--- src/logic/dcc_defines.svh ---
`ifndef DCC_DEFINES_SVH
`define DCC_DEFINES_SVH

// ----------------------------------------------------------------
// sizes
// ----------------------------------------------------------------
`define DCC_CHANNELS        8
`define DCC_GROUP_SIZE      4
`define DCC_CODE_W          16
`define DCC_OFS_W           14
`define DCC_CTRL_W          5
`define DCC_QUEUE_DEPTH     16
`define DCC_QUEUE_AW        4

// ----------------------------------------------------------------
// control field positions
// ----------------------------------------------------------------
`define DCC_CTRL_POWER_DOWN 0
`define DCC_CTRL_THERM_SD   1
`define DCC_CTRL_BANK_SEL   2
`define DCC_CTRL_CHECK_ERR  3
`define DCC_CTRL_OVERTEMP   4

// ----------------------------------------------------------------
// reset values and scaling, 16-bit variant
// ----------------------------------------------------------------
`define DCC_W16_INPUT_RST   16'h8000
`define DCC_W16_GAIN_RST    16'hffff
`define DCC_W16_OFFS_RST    16'h8000
`define DCC_W16_MAX         16'hffff
`define DCC_W16_SHIFT       16
`define DCC_W16_OFS_SCALE   2

// ----------------------------------------------------------------
// reset values and scaling, 14-bit variant
// ----------------------------------------------------------------
`define DCC_W14_INPUT_RST   16'h2000
`define DCC_W14_GAIN_RST    16'h3fff
`define DCC_W14_OFFS_RST    16'h2000
`define DCC_W14_MAX         16'h3fff
`define DCC_W14_SHIFT       14
`define DCC_W14_OFS_SCALE   0

// ----------------------------------------------------------------
// shared reset values
// ----------------------------------------------------------------
`define DCC_GROUP_OFS_RST   14'h2000
`define DCC_CTRL_RST        5'h00
`define DCC_SELECT_RST      4'h0

`endif

--- src/logic/dcc_pkg.sv ---
`include "dcc_defines.svh"

package dcc_pkg;

    // ------------------------------------------------------------
    // host write targets
    // ------------------------------------------------------------
    typedef enum logic [2:0] {
        DCC_WR_INPUT      = 3'h0,
        DCC_WR_GAIN       = 3'h1,
        DCC_WR_OFFSET     = 3'h2,
        DCC_WR_GROUP_OFS  = 3'h3,
        DCC_WR_SELECT     = 3'h4,
        DCC_WR_SELECT_ALL = 3'h5,
        DCC_WR_CONTROL    = 3'h6
    } dcc_target_e;

    typedef logic [`DCC_CODE_W-1:0] dcc_code_t;

    typedef struct packed {
        dcc_target_e              target;
        logic [2:0]               channel;
        logic [`DCC_CODE_W-1:0]   data;
    } dcc_write_s;

    typedef struct packed {
        logic [2:0] channel;
        logic       bank;
    } dcc_job_s;

endpackage : dcc_pkg

--- src/logic/dcc_channel_path.sv ---
`include "dcc_defines.svh"

// What this block does
// - bank bit 0 stores channel data in input A, 1 in input B
// - one global bank bit serves all channels, no per-channel choice
// - each channel holds inputs A/B, gain, offset, calibrated A/B, converter
// - input A through multiply-add into calibrated A, B likewise into B
// - a single multiply-add unit is shared by all channels
// - input, gain or offset writes recompute calibrated reg of the bank
// - calibrated and converter registers have no host read or write path
// - two 4-bit select registers, 0 picks calibrated A, 1 picks B
// - a global command sets all select bits to 0 or all to 1
// - load strobe low updates all eight converter registers together
// - load held low passes new calibrated data straight to converters
// - two 14-bit group offset codes, channels 0-3 and 4-7
// - group offset codes reset to 0x2000
// - 16-bit resets: input 0x8000, gain 0xffff, offset 0x8000
// - 16-bit code = in*(gain+1)/2^16 + offset - 2^15, range 0..65535
// - 16-bit variant subtracts group offset times 4
// - 14-bit resets: input 0x2000, gain 0x3fff, offset 0x2000
// - 14-bit code = in*(gain+1)/2^14 + offset - 2^13, range 0..16383
// - control register holds the bank bit at bit 2
module dcc_channel_path
    import dcc_pkg::*;
#(
    parameter bit WIDE16 = 1'b1
) (
    input  wire logic                          mclk,
    input  wire logic                          reset_n,
    input  wire logic                          wr_valid,
    input  wire dcc_write_s                    wr_req,
    output logic                               wr_ready,
    input  wire logic                          load_outputs_n,
    output logic [`DCC_CTRL_W-1:0]             control_out,
    output logic [`DCC_OFS_W-1:0]              group0_offset_code,
    output logic [`DCC_OFS_W-1:0]              group1_offset_code,
    output logic [`DCC_CHANNELS-1:0]           select_out,
    output logic [`DCC_CHANNELS-1:0][15:0]     dac_code,
    output logic [`DCC_CHANNELS-1:0][17:0]     dac_net_code,
    output logic                               calc_busy
);

    // ------------------------------------------------------------
    // variant constants
    // ------------------------------------------------------------
    localparam dcc_code_t INPUT_RST = WIDE16 ? `DCC_W16_INPUT_RST
                                             : `DCC_W14_INPUT_RST;
    localparam dcc_code_t GAIN_RST  = WIDE16 ? `DCC_W16_GAIN_RST
                                             : `DCC_W14_GAIN_RST;
    localparam dcc_code_t OFFS_RST  = WIDE16 ? `DCC_W16_OFFS_RST
                                             : `DCC_W14_OFFS_RST;
    localparam dcc_code_t CODE_MAX  = WIDE16 ? `DCC_W16_MAX
                                             : `DCC_W14_MAX;
    localparam int        SHIFT     = WIDE16 ? `DCC_W16_SHIFT
                                             : `DCC_W14_SHIFT;
    localparam int        OFS_SCALE = WIDE16 ? `DCC_W16_OFS_SCALE
                                             : `DCC_W14_OFS_SCALE;

    // ------------------------------------------------------------
    // storage
    // ------------------------------------------------------------
    dcc_code_t                     input_reg_a    [`DCC_CHANNELS];
    dcc_code_t                     input_reg_b    [`DCC_CHANNELS];
    dcc_code_t                     gain_reg       [`DCC_CHANNELS];
    dcc_code_t                     offs_reg       [`DCC_CHANNELS];
    dcc_code_t                     calibrated_reg_a [`DCC_CHANNELS];
    dcc_code_t                     calibrated_reg_b [`DCC_CHANNELS];
    logic [`DCC_CTRL_W-1:0]        control_reg;
    logic [`DCC_OFS_W-1:0]         group_ofs_reg  [2];
    logic [`DCC_CHANNELS-1:0]      select_reg;
    dcc_job_s                      queue_mem      [`DCC_QUEUE_DEPTH];
    logic [`DCC_QUEUE_AW-1:0]      wr_ptr_reg;
    logic [`DCC_QUEUE_AW-1:0]      rd_ptr_reg;
    logic [`DCC_QUEUE_AW:0]        count_reg;
    logic [`DCC_QUEUE_AW:0]        count_next;
    logic [2:0]                    load_sync_reg;
    logic                          load_low_reg;
    logic                          bank_bit;
    logic                          accept;
    logic                          push;
    logic                          pop;
    dcc_job_s                      head;
    dcc_code_t                     wr_data_masked;
    dcc_code_t                     cal_result;

    assign bank_bit = control_reg[`DCC_CTRL_BANK_SEL];
    assign accept   = wr_valid && wr_ready;
    assign push     = accept && (wr_req.target == DCC_WR_INPUT
                              || wr_req.target == DCC_WR_GAIN
                              || wr_req.target == DCC_WR_OFFSET);
    assign pop      = count_reg != '0;
    assign head     = queue_mem[rd_ptr_reg];
    assign wr_data_masked = wr_req.data & CODE_MAX;

    // ------------------------------------------------------------
    // shared multiply-add with saturation
    // ------------------------------------------------------------
    function automatic dcc_code_t calibrate(
        input dcc_code_t in_code,
        input dcc_code_t gain,
        input dcc_code_t offs
    );
        logic [33:0]        product;
        logic signed [35:0] sum;
        product = {18'h0, in_code} * ({18'h0, gain} + 34'h1);
        sum = $signed({2'b00, product >> SHIFT})
            + $signed({20'h0, offs})
            - $signed({20'h0, (OFFS_RST & CODE_MAX)});
        if (sum < 36'sd0) begin
            calibrate = '0;
        end else if (sum > $signed({20'h0, CODE_MAX})) begin
            calibrate = CODE_MAX;
        end else begin
            calibrate = sum[15:0];
        end
    endfunction : calibrate

    // one unit, fed from the queue head only
    assign cal_result = calibrate(head.bank ? input_reg_b[head.channel]
                                            : input_reg_a[head.channel],
                                  gain_reg[head.channel],
                                  offs_reg[head.channel]);

    // ------------------------------------------------------------
    // host-visible registers
    // ------------------------------------------------------------
    always_ff @(posedge mclk or negedge reset_n) begin
        if (!reset_n) begin
            control_reg <= `DCC_CTRL_RST;
        end else if (accept && wr_req.target == DCC_WR_CONTROL) begin
            control_reg <= wr_req.data[`DCC_CTRL_W-1:0];
        end
    end

    always_ff @(posedge mclk or negedge reset_n) begin
        if (!reset_n) begin
            group_ofs_reg[0] <= `DCC_GROUP_OFS_RST;
            group_ofs_reg[1] <= `DCC_GROUP_OFS_RST;
        end else if (accept && wr_req.target == DCC_WR_GROUP_OFS) begin
            group_ofs_reg[wr_req.channel[0]] <=
                wr_req.data[`DCC_OFS_W-1:0];
        end
    end

    always_ff @(posedge mclk or negedge reset_n) begin
        if (!reset_n) begin
            select_reg <= {2{`DCC_SELECT_RST}};
        end else if (accept && wr_req.target == DCC_WR_SELECT_ALL) begin
            select_reg <= {`DCC_CHANNELS{wr_req.data[0]}};
        end else if (accept && wr_req.target == DCC_WR_SELECT) begin
            if (wr_req.channel[0]) begin
                select_reg[7:4] <= wr_req.data[3:0];
            end else begin
                select_reg[3:0] <= wr_req.data[3:0];
            end
        end
    end

    // ------------------------------------------------------------
    // per-channel input and trim registers
    // ------------------------------------------------------------
    genvar ch;
    generate
        for (ch = 0; ch < `DCC_CHANNELS; ch++) begin : g_chan
            logic hit;
            assign hit = accept && wr_req.channel == 3'(ch);

            always_ff @(posedge mclk or negedge reset_n) begin
                if (!reset_n) begin
                    input_reg_a[ch] <= INPUT_RST;
                    input_reg_b[ch] <= INPUT_RST;
                    gain_reg[ch]    <= GAIN_RST;
                    offs_reg[ch]    <= OFFS_RST;
                end else if (hit) begin
                    if (wr_req.target == DCC_WR_INPUT && !bank_bit) begin
                        input_reg_a[ch] <= wr_data_masked;
                    end
                    if (wr_req.target == DCC_WR_INPUT && bank_bit) begin
                        input_reg_b[ch] <= wr_data_masked;
                    end
                    if (wr_req.target == DCC_WR_GAIN) begin
                        gain_reg[ch] <= wr_data_masked;
                    end
                    if (wr_req.target == DCC_WR_OFFSET) begin
                        offs_reg[ch] <= wr_data_masked;
                    end
                end
            end

            // ----------------------------------------------------
            // calibrated registers: written only by the shared unit
            // ----------------------------------------------------
            always_ff @(posedge mclk or negedge reset_n) begin
                if (!reset_n) begin
                    calibrated_reg_a[ch] <= INPUT_RST;
                    calibrated_reg_b[ch] <= INPUT_RST;
                end else if (pop && head.channel == 3'(ch)) begin
                    if (head.bank) begin
                        calibrated_reg_b[ch] <= cal_result;
                    end else begin
                        calibrated_reg_a[ch] <= cal_result;
                    end
                end
            end

            // ----------------------------------------------------
            // converter register, no host path to it
            // ----------------------------------------------------
            always_ff @(posedge mclk or negedge reset_n) begin
                if (!reset_n) begin
                    dac_code[ch] <= INPUT_RST;
                end else if (load_low_reg) begin
                    dac_code[ch] <= select_reg[ch] ? calibrated_reg_b[ch]
                                                  : calibrated_reg_a[ch];
                end
            end

            // ----------------------------------------------------
            // net code after group offset
            // ----------------------------------------------------
            always_ff @(posedge mclk or negedge reset_n) begin
                if (!reset_n) begin
                    dac_net_code[ch] <= '0;
                end else begin
                    dac_net_code[ch] <= 18'({2'b00, dac_code[ch]})
                        - 18'({4'h0, group_ofs_reg[ch / `DCC_GROUP_SIZE]}
                              << OFS_SCALE);
                end
            end
        end
    endgenerate

    // ------------------------------------------------------------
    // recalculation queue, arrival order
    // ------------------------------------------------------------
    always_comb begin
        count_next = count_reg;
        if (push && !pop) begin
            count_next = count_reg + 1'b1;
        end else if (pop && !push) begin
            count_next = count_reg - 1'b1;
        end
    end

    always_ff @(posedge mclk) begin
        if (push) begin
            queue_mem[wr_ptr_reg] <= '{channel: wr_req.channel,
                                       bank:    bank_bit};
        end
    end

    always_ff @(posedge mclk or negedge reset_n) begin
        if (!reset_n) begin
            wr_ptr_reg <= '0;
        end else if (push) begin
            wr_ptr_reg <= wr_ptr_reg + 1'b1;
        end
    end

    always_ff @(posedge mclk or negedge reset_n) begin
        if (!reset_n) begin
            rd_ptr_reg <= '0;
        end else if (pop) begin
            rd_ptr_reg <= rd_ptr_reg + 1'b1;
        end
    end

    always_ff @(posedge mclk or negedge reset_n) begin
        if (!reset_n) begin
            count_reg <= '0;
        end else begin
            count_reg <= count_next;
        end
    end

    always_ff @(posedge mclk or negedge reset_n) begin
        if (!reset_n) begin
            wr_ready <= 1'b0;
        end else begin
            wr_ready <= count_next < (`DCC_QUEUE_AW+1)'(`DCC_QUEUE_DEPTH - 1);
        end
    end

    always_ff @(posedge mclk or negedge reset_n) begin
        if (!reset_n) begin
            calc_busy <= 1'b0;
        end else begin
            calc_busy <= count_next != '0;
        end
    end

    // ------------------------------------------------------------
    // load strobe synchroniser
    // ------------------------------------------------------------
    always_ff @(posedge mclk or negedge reset_n) begin
        if (!reset_n) begin
            load_sync_reg <= 3'h7;
            load_low_reg  <= 1'b0;
        end else begin
            load_sync_reg <= {load_sync_reg[1:0], load_outputs_n};
            if (load_sync_reg[1] == load_sync_reg[2]) begin
                load_low_reg <= !load_sync_reg[2];
            end
        end
    end

    // ------------------------------------------------------------
    // outputs
    // ------------------------------------------------------------
    always_ff @(posedge mclk or negedge reset_n) begin
        if (!reset_n) begin
            control_out <= `DCC_CTRL_RST;
        end else begin
            control_out <= control_reg;
        end
    end

    always_ff @(posedge mclk or negedge reset_n) begin
        if (!reset_n) begin
            group0_offset_code <= `DCC_GROUP_OFS_RST;
        end else begin
            group0_offset_code <= group_ofs_reg[0];
        end
    end

    always_ff @(posedge mclk or negedge reset_n) begin
        if (!reset_n) begin
            group1_offset_code <= `DCC_GROUP_OFS_RST;
        end else begin
            group1_offset_code <= group_ofs_reg[1];
        end
    end

    always_ff @(posedge mclk or negedge reset_n) begin
        if (!reset_n) begin
            select_out <= {2{`DCC_SELECT_RST}};
        end else begin
            select_out <= select_reg;
        end
    end

endmodule : dcc_channel_path

--- config.mk ---
export PLATFORM = sky130hd
export DESIGN_NAME = dcc_channel_path
export DESIGN_NICKNAME = d
export VERILOG_FILES = /design/src/logic/dcc_pkg.sv /design/src/logic/dcc_channel_path.sv
export VERILOG_INCLUDE_DIRS = /design/src /design/src/logic
export SDC_FILE = /design/constraint.sdc
export NUM_CORES = 2
export LEC_CHECK = 0
export ABC_AREA = 1
export ABC_CLOCK_PERIOD_IN_PS = 10200
export BUFFER_PORTS_ARGS = -buffer_cell sky130_fd_sc_hd__buf_4
export CAP_MARGIN = 20
export CELL_PAD_IN_SITES_DETAIL_PLACEMENT = 1
export CELL_PAD_IN_SITES_GLOBAL_PLACEMENT = 1
export CORE_MARGIN = 2
export CORE_UTILIZATION = 43
export CTS_CLUSTER_DIAMETER = 150
export DETAILED_ROUTE_END_ITERATION = 16
export PLACE_DENSITY_LB_ADDON = 0.1
export SLEW_MARGIN = 0
export SYNTH_ARGS = -nofsm -noshare
export SYNTH_HDL_FRONTEND = slang
export SYNTH_SLANG_ARGS = --single-unit
--- constraint.sdc ---
create_clock -name mclk -period 10.2 [get_ports mclk]
set_clock_uncertainty 0.15 [all_clocks]
set_input_delay 1.53 -clock mclk [delete_from_list [all_inputs] [get_ports mclk]]
set_output_delay 1.53 -clock mclk [all_outputs]
set_load 0.02 [all_outputs]
* Word level (Yosys, flattened, before mapping) *
Memory sizes are Yosys's and may differ from the RTL's.
Cells that the tools add are included.

word-level totals
  bits in registers = 1133
  bits in writable memories = 64
  input port bits = 26
  memories kept = 1

cells by class
  add/sub/neg operators = 15
  multiply operators = 1
  $lt $le $gt $ge = 6
  equal/unequal tests = 22
  muxes and demuxes = 34
  bitwise gates (word level) = 3
  reduce and logical (&&, ||, !) cells = 90

memory list
  memory     words  bits a word  read ports  clocked after Yosys merged registers in  wr ports  line                    source
  queue_mem  16     4            1           0                                        1         dcc_channel_path.sv:71  dcc_job_s queue_mem [`DCC_QUEUE_DEPTH];

operators with widths
  operator                  count
  $mux W16                  19
  $bmux W16 S3              4
  $sub A16 B16 Y17          8
  $reduce_and A2 Y1         50
  $eq A3 B3 Y1 const B      11
  $mul A16 B17 Y33          1
  $bwmux W28                1
  $logic_and A1 B1 Y1       27
  $gt A19 B17 Y1 const B    1
  $lt A19 B1 Y1 const B     1
  $sub A18 B16 Y19 const B  1
  $add A17 B16 Y18          1
  $eq A3 B2 Y1 const B      6
  $add A16 B1 Y17 const B   1
  $mux W8                   2
  $demux W14 S1             1
  $mux W14                  1
  $mux W5                   2
  $reduce_bool A5 Y1        2
  $eq A3 B1 Y1 const B      3
  $logic_not A3 Y1          3
  $add A4 B1 Y4 const B     2
  $mux W4                   2
  $add A5 B1 Y5 const B     1
  14 further kinds          20

* Logic depth before layout (Yosys ltp) *
An unclocked memory read counts as a cell.

  depth after elaboration = 12
  depth in mapped cells = 70

* Worst setup path before layout *
OpenSTA, ideal clock, no wires.

  path type = register to register
  start point = register rd_ptr_reg[0]
  end point = register calibrated_reg_a[80] in the netlist's numbering
  setup time = 0.118 ns
  arrival time = 10.536 ns
  data required time = 9.932 ns
  setup slack = -0.604 ns
  cell stages (with the launch flop) = 64
  buffers on the path = 5
  clock period less this slack = 10.804 ns
  path through = dfrtp_1 > buf_6 > inv_4 > buf_4 > nand2_1 > nand3_1 > nand3_1 > nand3_1 > nand2_2 > nor2_2 > a21oi_1 > nand3_1 > nand2_2 > inv_1 > clkbuf_1 > ha_1 > nand2_1 > nor2_2 > [28 not listed] > a21oi_1 > nand2_1 > nand2_1 > o211ai_1 > a21oi_1 > nor2_1 > nor2_1 > o21ai_1 > nand3_1 > nand2_1 > a21oi_1 > o21ai_1 > xnor2_2 > buf_4 > nand3_2 > buf_2 > nand3_1 > nand2_1

between the ends
  cells in the longest elaborated chain, start to end = 12
  elaborated cells between the ends (all ways) = 27
  classes of those cells = 3 x add/sub; 1 x mul; 2 x order compare; 1 x eq/ne; 15 x mux; 2 x bitwise; 2 x reduce/logical; 1 x memory

RTL lines
  element                                             line                                                                       source
  from (decl)                                         dcc_channel_path.sv:73                                                     logic [`DCC_QUEUE_AW-1:0] rd_ptr_reg;
  from (signal assigned)                              dcc_channel_path.sv:264                                                    rd_ptr_reg <= rd_ptr_reg + 1'b1;
  $mem_v2 Z16 W4 *                                    -
  $not A3 Y4 (not written as such)                    -
  $bmux W16 S3, on equally long branches              dcc_channel_path.sv:121, dcc_channel_path.sv:119, dcc_channel_path.sv:120
  $mux W16, on equally long branches (2 in a row)     dcc_channel_path.sv:121, dcc_channel_path.sv:119, dcc_channel_path.sv:120
  $add A16 B1 Y17 / $mux W16 (equally long branches)  dcc_channel_path.sv:105, dcc_channel_path.sv:119
  $mul A16 B17 Y33                                    dcc_channel_path.sv:105                                                    product = {18'h0, in_code} * ({18'h0, gain} + 34'h1);
  $add A17 B16 Y18                                    dcc_channel_path.sv:107                                                    + $signed({20'h0, offs})
  $sub A18 B16 Y19                                    dcc_channel_path.sv:108                                                    - $signed({20'h0, (OFFS_RST & CODE_MAX)});
  $gt A19 B17 Y1                                      dcc_channel_path.sv:111                                                    end else if (sum > $signed({20'h0, CODE_MAX})) begin
  $mux W16                                            dcc_channel_path.sv:111
  $mux W16                                            dcc_channel_path.sv:109                                                    if (sum < 36'sd0) begin
  to (signal, indexed assignment)                     dcc_channel_path.sv:201                                                    calibrated_reg_a[ch] <= cal_result;
  to (decl)                                           dcc_channel_path.sv:66                                                     dcc_code_t calibrated_reg_a [`DCC_CHANNELS];

Mark *: on every way between the ends. The rest lies on a longest branch, timed or not. The select of a mux whose other input is x is not followed.
A chain may end at the register's enable or synchronous reset.

* Worst setup path after layout *
  start point = register rd_ptr_reg[0]
  end point = register calibrated_reg_a[15] in the netlist's numbering

Same word-level chain as after synthesis.

==> summary.txt <==
Timing
  • Setup Viol. Count Final: 256
  • RSZ-0062 raised after global routing: true
  • TNS Setup: -201.68 ns
  • Slew margin rel.: 32.0%
  • Worst-margin pin slew: 1.02 ns
  • F_max: 90.1 MHz
  • Fin crit share: 109%
  • Final setup margin: -0.903 ns
  • Minimum clock period: 11.10 ns
  • Final Hold Viols: 0
  • Final max-slew violation count: 0

Synth
  • Dominant cell type by area after synthesis: dfrtp_1
  • Yosys warns: 0
  • Post-synth EDFFs: 64
  • Syn avg cell area: 9.09 µm²
  • Mapped Area: 0.0614 mm²
  • Main flop type after synthesis: dfrtp_1
  • Syn Inst Count: 6756
  • Async SR Flop Fraction: 94.7%
  • Synth top area cells: dfrtp_1 (39%), nand2_1 (11%), dfstp_2 (7.8%)
  • Area share of the largest cell type after synthesis: 38.7%
  • Yosys reg bits: 1197
  • Mapped Nets: 7254
  • Sequential share of the synthesized area: 49.7%
  • Distinct cells, synth: 58

Layout
  • Area Overhead vs Synth: 25.8%
  • Layout cell share with drive strength beyond 1: 23.5%
  • Reg with most FFs: dac_net_code
  • Area taken by multi-input logic gates: 0.0290 mm²
  • FILL cells: 16024
  • Max reg flops: 136
  • Final instance area: 0.0773 mm²
  • Register area: 0.0305 mm²
  • Fin nets: 7982
  • Final core utilization: 54.6%

Die
  • Std-Cell Rows: 138
  • Die area: 0.146 mm²
  • Starting Density: 43.4%
  • IO Count: 341
  • Die Span Y: 382 µm
  • Core region area: 0.142 mm²
  • Die width: 382 µm

CTS
  • Post-CTS Hold Fix Bufs: 0
  • CTS tree: yes
  • H-tree depth: 4
  • Clock buffer depth: 3
  • CTS sink cnt: 1197
  • TritonCTS Buffers: 137
  • Clk_lat worst skew: 0.80 ns
  • Root Buffer Master: clkbuf_16
  • Worst-path clk slew: 0.06 ns

Place
  • HPWL Detailed: 148000 µm
  • # port buffers: 340
  • Gpl congestion: 0.870
  • Placed Area: 0.0693 mm²
  • Dpl ws: -1.04 ns

Detailed routing
  • Via density: 5.50
  • DRT Pass-1 Iters: 6
  • Total vias in the final route: 52246
  • WL final: 222000 µm
  • Routed wire per std cell: 23.4 µm
  • Routed Antenna Nets: 0
  • Initial DRC count: 3406
  • Residual DRC: 0

GRT
  • Largest net degree at the start of global routing: 197
  • Initial antenna violation count: 10
  • Vias in the first global route: 55268
  • GRT Total Usage: 30.0%
  • First-pass GRT wire length: 337000 µm
  • Gr ovfl total: 0

Setup path
  • Crit-path max FO: 8
  • Worst setup SP type: register
  • Crit Path Category: register to register
  • CP endpoint kind: register
  • Worst Reg-to-Reg Cells: 64
  • CP peak stage delay: 0.54 ns
  • Crit path DAT: 11.68 ns
  • Most used cell, CP: buf_4
  • Slowest cell on the critical path: fa_1
  • Crit path required time: 10.77 ns

Worst hold path
  • Worst min path class: register to register
  • Hold Path Cell Cnt: 0

Job
  • Max Cap Violations: 0

Status
  • Outcome: finished with violations
  • Failing checks: setup timing
cells by family (layout without fill, tap and decap cells):
family,count (synthesis),in the layout,synth area share [%]
compound gates,1248,1248,11.4
xor+xnor,129,129,1.85
simple gates,2807,2809,18.9
buf+inv,903,1744,5.96
flops,1197,1197,49.7
other cells,0,6,0
fa+ha+maj,472,472,12.3
worst max-delay path: cells and delay by family (launching register included):
family | cells | cell delay (ns)
adders and majority gates | 10 | 4.04
and+or+nand+nor | 26 | 2.66
buffers and inverters | 18 | 2.14
AOI/OAI and AO/OA | 9 | 1.30
DFF | 1 | 0.50
xor gates and xnor gates | 1 | 0.18
per-stage QoR:
stage          hold WS [ns]  cells
4_1_cts               0.209   9438
2_1_floorplan         0.195   6756
6_report              0.208   9495
3_3_place_gp          0.201   9104
5_1_grt               0.213   9491
3_5_place_dp          0.201   9108
cells in the mapped netlist, types with 5 or more instances:
| cell type | number |
|---|---|
| edfxtp_1 | 64 |
| o21ai_0 | 648 |
| nor2_1 | 419 |
| dfstp_2 | 183 |
| a21o_1 | 12 |
| ha_1 | 256 |
| buf_6 | 20 |
| nand4_1 | 17 |
| buf_4 | 16 |
| buf_1 | 29 |
| nor3_1 | 14 |
| o21ai_1 | 18 |
| a31oi_1 | 130 |
| nor2_2 | 5 |
| clkbuf_1 | 292 |
| xnor2_1 | 31 |
| o221ai_1 | 6 |
| nand3_4 | 10 |
| buf_2 | 32 |
| o21bai_1 | 8 |
| clkinv_1 | 17 |
| inv_2 | 14 |
| nand2_1 | 1857 |
| or2_2 | 5 |
| dfrtp_1 | 950 |
| inv_1 | 480 |
| nand3_2 | 12 |
| xor2_1 | 97 |
| o31ai_1 | 15 |
| fa_1 | 216 |
| o22ai_1 | 146 |
| a22oi_1 | 46 |
| a211oi_1 | 19 |
| nand3_1 | 425 |
| a21oi_1 | 164 |
| nand3b_1 | 10 |
| nand2_2 | 7 |
| nor3_2 | 16 |
| o41ai_1 | 10 |
layout make-up:
| cell class | instances | share of cell area (%) |
|---|---|---|
| Sequential cell | 1197 | 39.5 |
| Tap cell | 1890 | 3.06 |
| Inverter | 513 | 2.55 |
| Clock buffer | 193 | 5.12 |
| Timing Repair inverter | 1 | 0.00810 |
| Clock inverter | 61 | 1.01 |
| Timing Repair Buffer | 976 | 11.2 |
| Antenna cell | 6 | 0.0194 |
| Multi-Input combinational cell | 4658 | 37.6 |
metal layers:
layer | GRT usage [%] | part of all wire [%]
met1 | 39.6 | 43
met2 | 51.4 | 49
met3 | 3.65 | 4.8
met4 | 9.01 | 3.4
met5 | 0 | 0.0099
path summary, 6_finish.rpt:
check | startpoint | endpoint | slack [ns]
max | rd_ptr_reg[0] | calibrated_reg_a[15] | -0.90
min | load_sync_reg[0] | load_sync_reg[1] | 0.21
max reg2reg | rd_ptr_reg[0] | calibrated_reg_a[15] | -0.90
min reg2reg | load_sync_reg[0] | load_sync_reg[1] | 0.21
max in group asynchronous | reset_n | offs_reg[4] | 7.07
min in group asynchronous | reset_n | dac_net_code[24] | 0.56
cells in the final DEF (no fill, tap or decap), types with 144 or more instances in the layout:
| cell type | instances |
|---|---|
| dfrtp_1 | 948 |
| ha_1 | 240 |
| buf_4 | 856 |
| fa_1 | 207 |
| a21oi_1 | 144 |
| nand3_1 | 289 |
| dfstp_2 | 183 |
| o21ai_0 | 639 |
| nand2_1 | 1798 |
| clkbuf_16 | 146 |
| nor2_1 | 397 |
| inv_1 | 461 |
what timing repair did:
item	CTS	global route
pin swaps	85	121
resized for setup	215	206
setup endpoints to repair	256	256
gates cloned	7	3
setup buffers	70	37
Power is left out: the tool's default activity adds up to more than one toggle a clock period on the data nets, which glitch-free logic cannot reach.
